--- src/core/rsr_pkg.sv ---
package rsr_pkg;

  // ===========================================================================
  // register map
  localparam int RSR_ADDR_W = 7;
  localparam logic [6:0] RSR_OFS_SIGNAL_STRENGTH = 7'h42;
  localparam logic [6:0] RSR_OFS_AVG_FREQ = 7'h43;
  localparam logic [6:0] RSR_OFS_INST_FREQ = 7'h44;
  localparam logic [6:0] RSR_OFS_CAL_PUMP = 7'h45;
  localparam logic [6:0] RSR_OFS_REV_OSC = 7'h46;
  localparam logic [6:0] RSR_OFS_OSC_CAL = 7'h47;
  localparam logic [6:0] RSR_OFS_CONV = 7'h48;
  localparam logic [6:0] RSR_OFS_FILT_I = 7'h49;
  localparam logic [6:0] RSR_OFS_FILT_Q = 7'h4a;
  localparam logic [6:0] RSR_OFS_GAIN_OFS = 7'h4b;

  // ===========================================================================
  // reset and fill values
  localparam logic [7:0] RSR_RDATA_RST = 8'h00;
  localparam logic [7:0] RSR_UNMAPPED_VAL = 8'h00;
  // revision code value is arbitrary
  localparam logic [2:0] RSR_REV_DEFAULT = 3'h5;

  // ===========================================================================
  // live status carried from the radio core
  typedef struct packed {
    logic [6:0] signal_strength;
    logic [7:0] avg_freq_offset;
    logic [7:0] inst_freq_offset;
    logic [3:0] cal_dac_value;
    logic [3:0] charge_pump_current_value;
    logic [4:0] oscillator_array_value;
    logic freq_comparator;
    logic oscillator_cal_comparator;
    logic [5:0] oscillator_cal_current;
    logic [1:0] conv_mixer_in;
    logic [2:0] conv_i_out;
    logic [2:0] conv_q_out;
    logic [7:0] filter_i_upper;
    logic [7:0] filter_q_upper;
    logic [4:0] gain_offset;
  } rsr_status_t;

endpackage

--- src/core/rsr_read_mux.sv ---
`timescale 1ns/1ps
module rsr_read_mux
  import rsr_pkg::*;
(
  input wire logic [6:0] addr,
  input wire rsr_status_t st,
  input wire logic [2:0] rev_code,
  output logic [7:0] data,
  output logic hit
);

  // ===========================================================================
  // word assembly
  wire [7:0] w_sig = {1'b0, st.signal_strength};
  wire [7:0] w_cal = {st.cal_dac_value, st.charge_pump_current_value};
  wire [7:0] w_rev = {rev_code, st.oscillator_array_value};
  wire [7:0] w_osc = {st.freq_comparator, st.oscillator_cal_comparator, st.oscillator_cal_current};
  wire [7:0] w_conv = {st.conv_mixer_in, st.conv_i_out, st.conv_q_out};
  wire [7:0] w_gain = {3'h0, st.gain_offset};

  always_comb begin
    hit = 1'b1;
    case (addr)
      RSR_OFS_SIGNAL_STRENGTH: data = w_sig;
      RSR_OFS_AVG_FREQ: data = st.avg_freq_offset;
      RSR_OFS_INST_FREQ: data = st.inst_freq_offset;
      RSR_OFS_CAL_PUMP: data = w_cal;
      RSR_OFS_REV_OSC: data = w_rev;
      RSR_OFS_OSC_CAL: data = w_osc;
      RSR_OFS_CONV: data = w_conv;
      RSR_OFS_FILT_I: data = st.filter_i_upper;
      RSR_OFS_FILT_Q: data = st.filter_q_upper;
      RSR_OFS_GAIN_OFS: data = w_gain;
      default: begin
        data = RSR_UNMAPPED_VAL;
        hit = 1'b0;
      end
    endcase
  end

endmodule // rsr_read_mux

--- src/core/rsr_status_bank.sv ---
`timescale 1ns/1ps
// Function
// - the status registers sit one byte each at 42h through 4Bh, starting with signal strength at 42h.
// - signal strength is a 7-bit value in bits 6..0 in 1.5 dB steps, with bit 7 reading 0.
// - 43h holds the averaged frequency offset as a signed byte equal to the demodulator decision level.
// - the averaged offset scales as symbol rate times value over 16.
// - 44h holds the instantaneous frequency offset as a signed byte scaled as symbol rate times value over 8.
// - 45h returns the calibration DAC value in bits 7..4 and charge-pump current in bits 3..0.
// - 46h returns the revision code in bits 7..5 and the oscillator array value in bits 4..0.
// - 47h returns the frequency comparator in bit 7 and the oscillator calibration comparator in bit 6.
// - 47h bits 5..0 return the applied oscillator calibration current.
// - 48h returns mixer input in bits 7..6, I converter output in 5..3 and Q output in 2..0.
// - 49h and 4Ah return the upper bytes of the channel filter I and Q outputs.
// - 4Bh returns zeros in bits 7..5 and the amplifier gain offset in bits 4..0.
module rsr_status_bank
  import rsr_pkg::*;
#(
  parameter logic [2:0] REV_CODE = RSR_REV_DEFAULT
)
(
  input wire logic core_clk,
  input wire logic arst_n,
  input wire logic [6:0] reg_addr,
  input wire logic [7:0] reg_wdata,
  input wire logic reg_wr,
  input wire logic reg_rd,
  output logic [7:0] reg_rdata,
  output logic reg_hit,
  input wire rsr_status_t status_in
);

  // ===========================================================================
  // decode
  wire [7:0] mux_data;
  wire mux_hit;

  rsr_read_mux u_mux (
    .addr(reg_addr),
    .st(status_in),
    .rev_code(REV_CODE),
    .data(mux_data),
    .hit(mux_hit)
  );

  // writes and their data are dropped on purpose
  wire unused_wr = reg_wr ^ (^reg_wdata);

  // ===========================================================================
  // read data register, valid the cycle after the read strobe
  logic [7:0] rdata_next;
  logic hit_next;
  assign rdata_next = reg_rd ? mux_data : RSR_RDATA_RST;
  assign hit_next = reg_rd & mux_hit;

  always_ff @(posedge core_clk or negedge arst_n) begin
    if (!arst_n) begin
      reg_rdata <= RSR_RDATA_RST;
      reg_hit <= 1'b0;
    end else begin
      reg_rdata <= rdata_next;
      reg_hit <= hit_next;
    end
  end

  // ===========================================================================
  // checks
  AST_RD_DATA: assert property (@(posedge core_clk) disable iff (!arst_n)
    reg_rd |=> reg_rdata == $past(mux_data)) else $error("read data mismatch");
  AST_SIG_MSB: assert property (@(posedge core_clk) disable iff (!arst_n)
    reg_rd && reg_addr == RSR_OFS_SIGNAL_STRENGTH |=> reg_rdata[7] == 1'b0 && reg_hit)
    else $error("signal strength msb set");
  AST_AVG: assert property (@(posedge core_clk) disable iff (!arst_n)
    reg_rd && reg_addr == RSR_OFS_AVG_FREQ |=> reg_rdata == $past(status_in.avg_freq_offset))
    else $error("avg offset wrong");
  AST_INST: assert property (@(posedge core_clk) disable iff (!arst_n)
    reg_rd && reg_addr == RSR_OFS_INST_FREQ |=> reg_rdata == $past(status_in.inst_freq_offset))
    else $error("inst offset wrong");
  AST_REV: assert property (@(posedge core_clk) disable iff (!arst_n)
    reg_rd && reg_addr == RSR_OFS_REV_OSC |=> reg_rdata[7:5] == REV_CODE)
    else $error("revision wrong");
  AST_GAIN: assert property (@(posedge core_clk) disable iff (!arst_n)
    reg_rd && reg_addr == RSR_OFS_GAIN_OFS |=> reg_rdata[7:5] == 3'h0)
    else $error("gain offset high bits set");
  AST_FILT_Q: assert property (@(posedge core_clk) disable iff (!arst_n)
    reg_rd && reg_addr == RSR_OFS_FILT_Q |=> reg_rdata == $past(status_in.filter_q_upper))
    else $error("filter q wrong");
  AST_IDLE: assert property (@(posedge core_clk) disable iff (!arst_n)
    !reg_rd |=> reg_rdata == RSR_RDATA_RST && !reg_hit) else $error("data without read");
  AST_OSC: assert property (@(posedge core_clk) disable iff (!arst_n)
    reg_rd && reg_addr == RSR_OFS_OSC_CAL |=> reg_rdata[5:0] == $past(status_in.oscillator_cal_current))
    else $error("osc cal wrong");
  AST_SIG: assert property (@(posedge core_clk) disable iff (!arst_n)
    reg_rd && reg_addr == RSR_OFS_SIGNAL_STRENGTH |=> reg_rdata[6:0] == $past(status_in.signal_strength))
    else $error("signal strength wrong");
  AST_CAL: assert property (@(posedge core_clk) disable iff (!arst_n)
    reg_rd && reg_addr == RSR_OFS_CAL_PUMP |=>
    reg_rdata == {$past(status_in.cal_dac_value), $past(status_in.charge_pump_current_value)})
    else $error("cal pump status wrong");
  AST_OSC_CMP: assert property (@(posedge core_clk) disable iff (!arst_n)
    reg_rd && reg_addr == RSR_OFS_OSC_CAL |=>
    reg_rdata[7:6] == {$past(status_in.freq_comparator), $past(status_in.oscillator_cal_comparator)})
    else $error("comparator bits wrong");
  AST_CONV: assert property (@(posedge core_clk) disable iff (!arst_n)
    reg_rd && reg_addr == RSR_OFS_CONV |=>
    reg_rdata == {$past(status_in.conv_mixer_in), $past(status_in.conv_i_out), $past(status_in.conv_q_out)})
    else $error("converter sample wrong");
  AST_FILT_I: assert property (@(posedge core_clk) disable iff (!arst_n)
    reg_rd && reg_addr == RSR_OFS_FILT_I |=> reg_rdata == $past(status_in.filter_i_upper))
    else $error("filter i wrong");
  AST_MISS: assert property (@(posedge core_clk) disable iff (!arst_n)
    reg_rd && !mux_hit |=> reg_rdata == RSR_UNMAPPED_VAL && !reg_hit)
    else $error("unmapped read returned data");
  AST_HIT: assert property (@(posedge core_clk) disable iff (!arst_n)
    reg_rd && mux_hit |=> reg_hit)
    else $error("mapped read without hit");
  AST_WR_IGN: assert property (@(posedge core_clk) disable iff (!arst_n)
    reg_wr && !reg_rd |=> reg_rdata == RSR_RDATA_RST && !reg_hit)
    else $error("write had an effect");
  COV_RD: cover property (@(posedge core_clk) reg_rd && mux_hit);
  COV_B2B: cover property (@(posedge core_clk) reg_rd ##1 reg_rd);
  COV_MISS: cover property (@(posedge core_clk) reg_rd && !mux_hit);
  COV_WR: cover property (@(posedge core_clk) reg_wr ##1 reg_rd);

endmodule // rsr_status_bank

--- config.mk ---
export PLATFORM = sky130hd
export DESIGN_NAME = rsr_status_bank
export DESIGN_NICKNAME = d
export VERILOG_FILES = /design/src/core/rsr_pkg.sv /design/src/core/rsr_read_mux.sv /design/src/core/rsr_status_bank.sv
export SDC_FILE = /design/constraint.sdc
export NUM_CORES = 1
export LEC_CHECK = 0
export ABC_AREA = 1
export BUFFER_PORTS_ARGS = -buffer_cell sky130_fd_sc_hd__buf_2
export CAP_MARGIN = 20
export CORE_MARGIN = 1.5
export CORE_UTILIZATION = 34
export CTS_BUF_LIST = sky130_fd_sc_hd__clkbuf_4 sky130_fd_sc_hd__clkbuf_8
export DETAILED_ROUTE_END_ITERATION = 6
export PLACE_DENSITY = 0.73
export SLEW_MARGIN = 20
export SYNTH_ARGS = -nofsm -noshare
export SYNTH_HDL_FRONTEND = slang
export SYNTH_SLANG_ARGS = --single-unit
--- constraint.sdc ---
create_clock -name core_clk -period 0.8 [get_ports core_clk]
set_input_delay 0.04 -clock core_clk [delete_from_list [all_inputs] [get_ports core_clk]]
set_output_delay 0.04 -clock core_clk [all_outputs]
set_load 0.02 [all_outputs]
; ---- After elaboration in Yosys (flattened, before gate mapping)
; Index checks and enable logic that the tools add are counted.
[totals]
register_bits = 9
out_inout_bits = 9
[op_classes]
muxes = 3
n_reduce_logical = 1
bitwise_logic = 1
n_eq_ne = 10
[op_table]
columns = operator, count
row1 = $pmux 8 s10, 1
row2 = $eq 7x7->1 const B, 10
row3 = $reduce_or 10->1, 1
row4 = $mux 8, 1
row5 = $and 1x1->1, 1
row6 = $mux 1, 1

; ---- Depth between registers and ports, before layout
; Gate-level depths: netlist of the first run.
[logic_depth]
ltp_word = 4
depth_mapped = 8
ltp_nobuf = 7

; ---- Modules after synthesis
; A second synthesis of the first run with hierarchy kept.
[unflattened]
cells_unflattened = 201
hier_area_um2 = 1251.2
[by_module_without_submodules]
columns = mod, seq_area_each_um2, area_per_inst_um2, n_inst, cells_each
row1 = rsr_read_mux, 0.0, 939.7, 1, 171
row2 = rsr_status_bank, 225.2, 311.5, 1, 30

; ---- Least setup slack after synthesis of the first run
; No wires, ideal clock.
[synth_timing]
path_kind = in2reg
from = input reg_addr[4]
to = register reg_rdata[7]
setup_ns = 0.079
setup_slack_ns = -0.069
n_path_buf = 1
required_ns = 0.721
cell_stages = 8
arrival_ns = 0.790
path_cell_list = inv_1 nand2_1 nor2_4 buf_2 nand3_1 nand3_1 nor2_1 a21oi_1
[synth_between]
elab_chain_cells = 3
[synth_lines]
columns = item, line_no
row1 = from (decl), rsr_status_bank.sv:23  ; input wire logic [6:0] reg_addr,
row2 = $eq 7x7->1, rsr_read_mux.sv:23  ; case (addr)
row3 = $pmux 8 s10 *, rsr_read_mux.sv:23
row4 = $mux 8 *, rsr_status_bank.sv:52  ; assign rdata_next = reg_rd ? mux_data : RSR_RDATA_RST;
row5 = via rdata_next[7], rsr_status_bank.sv:50  ; logic [7:0] rdata_next;
row6 = to (signal assigned), rsr_status_bank.sv:60  ; reg_rdata <= rdata_next;
row7 = to (decl), rsr_status_bank.sv:27  ; output logic [7:0] reg_rdata,
; Mark *: on every way through the listed nets, which the timed path passes. The rest lies on a longest branch.

; ---- Worst setup path in the final report of the first run
[layout_timing]
from = input reg_addr[4]
to = register reg_rdata[5]
; The elaborated chain is that of the path after synthesis.

==> results of run 1 <==
[registers in the layout (all words and copies together) (netlist names)]
signal     flops
reg_rdata      8
reg_hit        1
[per-stage QoR]
stage | instance area [um^2] | worst slack (ns) | hold WS [ns] | cells | total power, mW
finish | 2210 | -0.106 | 0.136 | 337 | 1.55
global route | 2210 | -0.154 | 0.164 | 337 | 1.60
CTS | 1980 | -0.0439 | 0.124 | 335 | 1.45
detailed placement | 1700 | -0.342 | -0.0993 | 320 | 0.955
global placement | 1700 | -0.320 | -0.102 | 320 | 0.953
floorplan | 1180 | -0.0501 | -0.256 | 184 | 0.668
[where the power goes]
group,switching [mW],internal (mW)
registers,0.00385,0.463
clock network,0.176,0.226
logic,0.357,0.319
[metal layers]
metal,GRT usage,vias up,wire length [um]
li1,-,869,-
met1,0.313,796,1910
met2,0.472,116,2640
met3,0.0325,11,437
met4,0.0857,0,93
met5,0,-,0
[kinds of logic after synthesis]
logic type	share of synthesized area
AOI/OAI and AO/OA	0.0426
DFF	0.202
and+or+nand+nor	0.695
buffers and inverters	0.0605
[critical path, delay by kind of cell]
kind	cells	cell delay [ns]
and+or+nand+nor	5	0.39
buffers and inverters	4	0.47
AOI/OAI and AO/OA	1	0.17
[cell type report]
class,instances,area share
well taps,44,0.0249
multi-input cells,165,0.492
clock buffers,4,0.0136
inverters,8,0.0170
flip-flops and latches,9,0.102
repair buffers,107,0.350
[placed cells by master, fill, tap and decap left out, drive strengths merged]
master and n:
nand3 85, nand2 30, buf 105, a21oi 8, clkbuf 5, a22oi 1
nor2 38, dlygate4sd3 1, clkinv 2, inv 6, nand4 3, dfrtp 9
[path summary, 6_finish.rpt]
check	from	endpoint	slack, ns	cells after the start
max	reg_addr[4]	reg_rdata[5]$_DFF_PN0_	-0.11	10
min	reg_rd	reg_rdata[0]$_DFF_PN0_	0.14	3
max in group asynchronous	arst_n	reg_hit$_DFF_PN0_	0.45	2
min in group asynchronous	arst_n	reg_rdata[3]$_DFF_PN0_	0.16	2
[timing repair]
item / in CTS / in global routing
setup endpoints to repair: 17 / 18
pin swaps: 6 / 29
hold endpoints to repair: 9 / 0
resized for setup: 37 / 52
hold buffers: 1 / 0
setup buffers: 3 / 0
gates cloned: 7 / 2
==> flow_summary_export.csv, run 1 <==
group,metric,value,unit
final_layout,multi_input_area,0.00109,mm^2
global_route,grt.total_usage,0.261,
clock_tree,cts_tree,"built",
synthesis,async_reset_ff_frac,1.00,
synthesis,yosys.cell_count.top_type,"nand3_1",
placement,hpwlAfterDp,3.17,mm
synthesis,ys_seq_elements,9,
worst_setup_path,critPathMaxFanout,7,
sta,slew_headroom,0.792,
detailed_routing,drt_iter0_drc,134,
die,io_pins,101,
detailed_routing,drtPass1Iterations,4,
worst_setup_path,path_cells,"buf_8 > clkinv_4 > nand2_4 > nor2_4 > buf_8 > clkbuf_16 > nand3_2 > nand2_1 > nor2_1 > a21oi_1",
detailed_routing,routed_wirelength,5.08,mm
final_layout,final_layout_size_suffix_gt1_frac,0.597,
clock_tree,clk_pin_slew,0.07,ns
sta,finalHoldViolCount,0,
die,dieArea,0.00364,mm^2
sta,fin_crit_sh,1.13,
detailed_routing,drc,0,
worst_setup_path,endpoint_kind,"flop",
sta,tightest_slew,0.310,ns
detailed_routing,vias,1792,
global_route,grt_pass1_vias,1635,
worst_setup_path,slowest_stage,"clkbuf_16",
synthesis,synth_flop_cell,"dfrtp_1",
detailed_routing,avgRoutedWirePerCell,15.1,um
sta,fmax,1.10,GHz
min_path,hp-class,"primary input to flop",
power,leakage,1.08,nW
synthesis,synthCells,184,
die,die_y,60.3,um
clock_tree,cts_made_buffers,3,
worst_setup_path,crit_type,"primary input to flop",
job,max_cap_viol_count,0,
final_layout,seq_area,225,um^2
synthesis,synth.top_cell.area_share,0.381,
final_layout,syn2layout_area_growth,97.8,%
placement,io_buffer_count,91,
synthesis,netlist_top_cells_area,"nand3_1 38%, dfrtp_1 20%, nor2_4 10%",
final_layout,insertedDiodeCount,0,
synthesis,yosys.area.top_type,"nand3_1",
clock_tree,clock-sinks,9,
power,ir_drop,0.000314,V
final_layout,fillers,260,
final_layout,final_util,0.717,
detailed_routing,viasPerCell,5.32,
status,status,"complete, but fails checks",
die,core.rowCount,20,
sta,setup_viol,17,
worst_setup_path,required,0.97,ns
die,core-area,0.00308,mm^2
die,initial_core_util,0.363,
synthesis,syn_area,0.00112,mm^2
synthesis,syn_area_per_cell,6.07,um^2
global_route,grt_start_max_net_pins,19,
worst_setup_path,critPathMaxStageDelay,0.17,ns
synthesis,synth_cell_type_count,15,
synthesis,ys.warnings.count,0,
global_route,antenna_found_initial,0,
worst_setup_path,worstSetupStartpointType,"primary input",
clock_tree,cts_root_buffer,"clkbuf_4",
status,violations,"negative setup slack",
synthesis,ys_seq_area_frac,0.202,
clock_tree,clk_path_buf_depth,2,
sta,rsz0062_at_grt,"true",
sta,finalSetupTns,-0.571,ns
power,p_per_area,700,mW/mm^2
synthesis,synth_edf_count,0,
global_route,grt_pass1_wl,7.14,mm
sta,maxSlewViolCount,0,
worst_setup_path,crit_top_cell,"buf_8",
global_route,grt_remaining_overflow,0,
sta,post-route-worst-setup-slack,-0.106,ns
placement,gp_congestion,0.902,
final_layout,layout.nets,386,
clock_tree,h-tree-depth,1,
die,die_w,60.3,um
detailed_routing,ant_nets,0,
worst_setup_path,cp.arrival,1.07,ns
synthesis,syn-num-nets,276,
synthesis,synth_common_cells,"85 x nand3_1, 28 x nand2_1, 21 x nor2_1",
sta,min_period,0.906,ns
(Power assumes the default switching activity.)
==> run 2, diff against run 1 <==
Settings changed: REMOVE_ABC_BUFFERS set to 1.
==> run 2 against run 1 <==
- the run still ends with negative setup slack left
- wire length decreased by 14%
- design area decreased by 9.8%
- fmax increased by 2.0%
- power decreased by 6.7%
- die area unchanged
- clock-buffer cell count unchanged
- worst setup slack improved by 0.018 ns
- via count decreased by 3.1%
- critical path type unchanged
- critical endpoint is now reg_rdata[3]$_DFF_PN0_
- largest power group unchanged
==> flow_summary_export.csv, run 2 (same netlist as run 1, synthesis figures left out) <==
group,metric,value,unit
status,status,"complete, but fails checks",
status,violations,"negative setup slack",
final_layout,final_layout_size_suffix_gt1_frac,0.476,
die,core.rowCount,20,
clock_tree,clk_pin_slew,0.06,ns
clock_tree,cts_made_buffers,3,
final_layout,insertedDiodeCount,0,
clock_tree,cts_tree,"built",
clock_tree,cts_root_buffer,"clkbuf_4",
placement,gp_congestion,0.847,
die,die_w,60.3,um
sta,min_period,0.888,ns
min_path,hold_start,"reg_rd",
die,io_pins,101,
final_layout,reg.largest.list,"reg_rdata (8), reg_hit (1)",
detailed_routing,drc,0,
worst_setup_path,crit_type,"primary input to flop",
sta,rsz0062_at_grt,"true",
sta,tightest_slew,0.254,ns
global_route,grt_start_max_net_pins,37,
min_path,hold_path_depth,3,
worst_setup_path,path_cells,"buf_2 > nand2_2 > nor2_4 > buf_12 > clkbuf_16 > nand3_1 > nand3_1 > nor2_1 > a21oi_1",
placement,hpwlAfterDp,3.03,mm
clock_tree,clock-sinks,9,
worst_setup_path,cp_num_buf_inv,3,
final_layout,syn2layout_area_growth,78.4,%
final_layout,regMostFlops,"reg_rdata",
placement,placed_area,0.00167,mm^2
final_layout,layout.cells.non_filler,336,
die,die_y,60.3,um
sta,finalHoldViolCount,0,
final_layout,finalInstanceArea,0.00199,mm^2
min_path,hp-class,"primary input to flop",
min_path,whs_endpoint,"reg_rdata[1]$_DFF_PN0_",
worst_setup_path,endpoint_kind,"flop",
final_layout,layout.nets,385,
final_layout,mostFrequentLayoutCells,"85 x nand3_1, 81 x buf_2, 23 x nand2_1",
sta,fin_crit_sh,1.11,
worst_setup_path,crit_family,"simple AND/OR/NAND/NOR gates",
final_layout,final_common_cell,"nand3_1",
worst_setup_path,cp.arrival,1.03,ns
global_route,grt.total_usage,0.238,
sta,hold_slack,0.137,ns
detailed_routing,avgRoutedWirePerCell,12.9,um
worst_setup_path,critPathMaxStageDelay,0.18,ns
die,dieArea,0.00364,mm^2
detailed_routing,viasPerCell,5.17,
global_route,grt_pass1_vias,1539,
global_route,grt_remaining_overflow,0,
die,core-area,0.00308,mm^2
detailed_routing,ant_nets,0,
die,initial_core_util,0.363,
detailed_routing,drtPass1Iterations,5,
sta,setup_viol,15,
sta,post-route-worst-setup-slack,-0.0879,ns
job,max_cap_viol_count,0,
worst_setup_path,required,0.94,ns
clock_tree,h-tree-depth,1,
sta,fmax,1.13,GHz
detailed_routing,vias,1736,
worst_setup_path,critPathMaxFanout,18,
final_layout,fillers,305,
placement,place_inst,321,
worst_setup_path,slowest_stage,"nor2_1",
global_route,grt_pass1_wl,6.44,mm
power,ir_drop,0.000374,V
power,leakage,0.999,nW
clock_tree,clk_path_buf_depth,2,
detailed_routing,routed_wirelength,4.35,mm
worst_setup_path,crit_top_cell,"nand3_1",
final_layout,largest_reg_flops,8,
placement,io_buffer_count,91,
sta,maxSlewViolCount,0,
power,p_per_area,724,mW/mm^2
global_route,antenna_found_initial,0,
sta,slew_headroom,0.830,
detailed_routing,drt_iter0_drc,180,
worst_setup_path,worstSetupStartpointType,"primary input",
run 2: cell count changes in the layout (fill, tap and decap cells not counted), sizes merged:
| cell | change |
|---|---|
| buf | -3 |
| clkinv | -1 |
| inv | +1 |
| clkbuf | +2 |
run 2: where the power goes:
| part | switching [mW] | internal [mW] |
|---|---|---|
| sequential | 0.00399 | 0.463 |
| clock | 0.155 | 0.226 |
| combinational | 0.305 | 0.288 |
run 2: final cells by class:
type                       instances  area [um^2]  share of cell area
clock buffer                       4         30.0              0.0151
multi-input combinational        165          913               0.459
inverter                           8         32.5              0.0163
sequential                         9          225               0.113
timing repair buffer             106          734               0.369
tap                               44         55.1              0.0277
run 2: how the worst max path moves through the flow:
stage                            from                     end  slack, ns  cells past startpoint
after floorplan           reg_addr[4]       reg_hit$_DFF_PN0_      -0.65                      7
after global placement    reg_addr[0]  reg_rdata[4]$_DFF_PN0_      -0.35                      7
after detailed placement  reg_addr[0]  reg_rdata[4]$_DFF_PN0_      -0.36                      7
after CTS                 reg_addr[4]  reg_rdata[4]$_DFF_PN0_      -0.02                      9
after global routing      reg_addr[4]  reg_rdata[2]$_DFF_PN0_      -0.13                     10
final                     reg_addr[6]  reg_rdata[3]$_DFF_PN0_      -0.09                      9
run 2: repair_timing:
| item | 4_1_cts | 5_1_grt |
|---|---|---|
| buffers inserted | 0 | 1 |
| hold endpoints to repair | 9 | 0 |
| hold buffers | 1 | 0 |
| pin swaps | 8 | 7 |
| cloned | 5 | 4 |
| setup endpoints to repair | 18 | 18 |
| gates resized for setup | 33 | 10 |
run 2: worst min-delay path: stages:
cell,delay [ns]
buf_2,0.10
clkinv_1,0.15
a21oi_1,0.06
run 2: metal layers:
metal | global-route usage | up-vias | part of all wire
met5 | 0 | - | 0
met4 | 0.0825 | 0 | 0.013
met3 | 0.0541 | 9 | 0.10
met2 | 0.416 | 108 | 0.50
met1 | 0.283 | 753 | 0.39
li1 | - | 866 | -
run 2: metrics by stage:
| step | util | power [mW] | worst slack [ns] | setup TNS (ns) |
|---|---|---|---|---|
| after floorplan | - | 0.637 | -0.647 | -5.65 |
| after CTS | 0.599 | 1.38 | -0.0220 | -0.162 |
| final | 0.647 | 1.44 | -0.0879 | -0.492 |
| after global routing | 0.647 | 1.52 | -0.132 | -1.26 |
| after detailed placement | 0.542 | 0.938 | -0.359 | -2.95 |
| after global placement | 0.542 | 0.939 | -0.353 | -2.72 |
==> run 3, diff against run 2 <==
Settings changed: ABC_AREA 1 to 0, PLACE_DENSITY 0.73 to 0.75.
==> run 3 against run 2 <==
- the flow finishes with violations (design-rule violations, negative setup slack)
- sequential power decreased by 2%
- hold slack got worse by 0.041 ns
- non-clock buffer count increased by 17
- clock-buffer cell count decreased by 1
- synthesized cell count decreased by 40%
- fmax decreased by 0.69%
- via count decreased by 16%
- die area decreased by 7.6%
- utilization increased by 7.9 points
==> flow_summary_export.csv, run 3 <==
group,metric,value,unit
synthesis,syn_area_per_cell,9.25,um^2
synthesis,yosys.cell_count.top_type,"mux2_2",
final_layout,fillers,212,
detailed_routing,drtPass1Iterations,7,
synthesis,syn_area,0.00103,mm^2
synthesis,synth_edf_count,0,
final_layout,layout.nets,321,
detailed_routing,avgRoutedWirePerCell,16.7,um
worst_setup_path,slowest_stage,"nor4b_4",
min_path,hp-class,"primary input to flop",
final_layout,finalInstanceArea,0.00204,mm^2
job,max_cap_viol_count,0,
synthesis,ys_seq_elements,9,
clock_tree,cts_made_buffers,3,
synthesis,synth_common_cells,"10 x mux2_2, 9 x dfrtp_1, 9 x nand3_1",
worst_setup_path,endpoint_kind,"flop",
sta,min_period,0.894,ns
global_route,grt_pass1_vias,1468,
synthesis,ys.warnings.count,0,
final_layout,final_common_cell,"buf_2",
detailed_routing,ant_nets,0,
die,die_w,58.0,um
die,core.rowCount,19,
synthesis,yosys.area.top_type,"dfrtp_1",
placement,gp_congestion,0.871,
global_route,grt.total_usage,0.260,
status,status,"complete, but fails checks",
sta,rsz0062_at_grt,"true",
final_layout,insertedDiodeCount,0,
final_layout,syn2layout_area_growth,98.2,%
global_route,grt_pass1_wl,6.75,mm
worst_setup_path,critPathMaxFanout,4,
worst_setup_path,required,0.98,ns
sta,slew_headroom,0.813,
sta,maxSlewViolCount,0,
detailed_routing,drc,7,
final_layout,final_layout_size_suffix_gt1_frac,0.715,
die,initial_core_util,0.366,
final_layout,largest_reg_flops,8,
synthesis,netlist_top_cells_area,"dfrtp_1 22%, mux2_2 11%, a22oi_1 5.8%",
clock_tree,cts_tree,"built",
final_layout,final_util,0.726,
worst_setup_path,critPathMaxStageDelay,0.33,ns
detailed_routing,vias,1459,
placement,hpwlAfterDp,3.17,mm
detailed_routing,routed_wirelength,4.32,mm
sta,fin_crit_sh,1.12,
global_route,antenna_found_initial,0,
sta,fmax,1.12,GHz
sta,finalHoldViolCount,0,
worst_setup_path,worstSetupStartpointType,"primary input",
power,p_per_area,759,mW/mm^2
final_layout,layout.cells.non_filler,259,
min_path,hold_path_depth,3,
sta,post-route-worst-setup-slack,-0.0940,ns
synthesis,synth.top_cell.area_share,0.219,
die,core-area,0.00281,mm^2
placement,placed_area,0.00165,mm^2
synthesis,ys_seq_area_frac,0.219,
clock_tree,h-tree-depth,1,
worst_setup_path,cp_num_buf_inv,2,
detailed_routing,viasPerCell,5.63,
clock_tree,cts_root_buffer,"clkbuf_4",
power,ir_drop,0.000320,V
sta,tightest_slew,0.280,ns
synthesis,synthCells,111,
power,leakage,0.959,nW
final_layout,regMostFlops,"reg_rdata",
die,io_pins,101,
placement,place_inst,249,
worst_setup_path,path_cells,"buf_8 > nor4b_4 > buf_4 > and3_4 > a32oi_1 > a21oi_1",
die,die_y,58.0,um
clock_tree,clk_path_buf_depth,2,
status,violations,"design-rule violations, negative setup slack",
global_route,grt_start_max_net_pins,12,
final_layout,reg.largest.list,"reg_rdata (8), reg_hit (1)",
clock_tree,clk_pin_slew,0.07,ns
synthesis,synth_cell_type_count,43,
global_route,grt_remaining_overflow,0,
sta,setup_viol,15,
clock_tree,clock-sinks,9,
worst_setup_path,crit_family,"simple AND/OR/NAND/NOR gates",
final_layout,mostFrequentLayoutCells,"75 x buf_2, 24 x buf_4, 18 x buf_6",
synthesis,synth_flop_cell,"dfrtp_1",
worst_setup_path,crit_type,"primary input to flop",
die,dieArea,0.00336,mm^2
detailed_routing,drt_iter0_drc,70,
sta,finalSetupTns,-0.644,ns
worst_setup_path,cp.depth,6,
worst_setup_path,cp.arrival,1.08,ns
synthesis,async_reset_ff_frac,1.00,
placement,io_buffer_count,91,
-- run 3: changes by cell type after synthesis, moves of 7 or more --
cell	previous run	this run
nor2_4	10	0
mux2_2	0	10
a22oi_1	1	8
nor2_1	21	3
nand3_1	85	9
nand2_1	28	5
-- run 3: cell type report --
class                   count  area, um^2  area share
repair buffers            123         848       0.417
well taps                  31        38.8      0.0191
inverters                   3        11.3     0.00553
clock buffers               3        22.5      0.0111
flip-flops and latches      9         225       0.111
clock inverters             1        5.00     0.00246
multi-input cells          89         885       0.435
-- run 3: cell families after synthesis --
| kind of cell | share of synthesized area |
|---|---|
| AND/OR/NAND/NOR | 0.214 |
| flip-flops | 0.219 |
| multiplexers | 0.171 |
| AO/OA/AOI/OAI | 0.318 |
| buffers and inverters | 0.0780 |
-- run 3: metal layers --
| layer | global-route usage | vias up | wire length (um) |
|---|---|---|---|
| met2 | 0.458 | 80 | 2220 |
| met5 | 0 | - | 0 |
| met1 | 0.323 | 680 | 1650 |
| met4 | 0.0930 | 0 | 67 |
| met3 | 0.0357 | 8 | 378 |
| li1 | - | 691 | - |
-- run 3: timing repair --
| item | 4_1_cts | 5_1_grt |
|---|---|---|
| setup endpoints to repair | 17 | 17 |
| pin swaps | 16 | 7 |
| hold buffers | 1 | 0 |
| setup buffers | 4 | 1 |
| resized for setup | 67 | 8 |
| hold endpoints to repair | 9 | 0 |
-- run 3: where the power goes --
part	leakage, nW	internal, mW	total, mW	switching (mW)
logic	0.816	0.426	0.728	0.302
registers	0.126	0.458	0.459	0.00146
clock network	0.0177	0.185	0.357	0.173
total	0.959	1.07	1.54	0.476
-- run 3: final timing paths --
kind / endpoint / from / slack (ns)
min in group asynchronous: reg_rdata[1]$_DFF_PN0_ / arst_n / 0.17
hold / removal: reg_rdata[4]$_DFF_PN0_ / status_in[46] / 0.1
max in group asynchronous: reg_rdata[3]$_DFF_PN0_ / arst_n / 0.45
setup / recovery: reg_rdata[7]$_DFF_PN0_ / reg_addr[5] / -0.09
-- run 3: metrics by stage --
| stage | total power, mW | hold WS [ns] | setup WS [ns] |
|---|---|---|---|
| after floorplan | 0.654 | -0.256 | -0.289 |
| after global placement | 1.03 | -0.101 | -0.436 |
| after detailed placement | 1.04 | -0.0935 | -0.501 |
| after CTS | 1.51 | 0.0623 | -0.0535 |
| after global routing | 1.65 | 0.0843 | -0.117 |
| final | 1.54 | 0.0957 | -0.0940 |
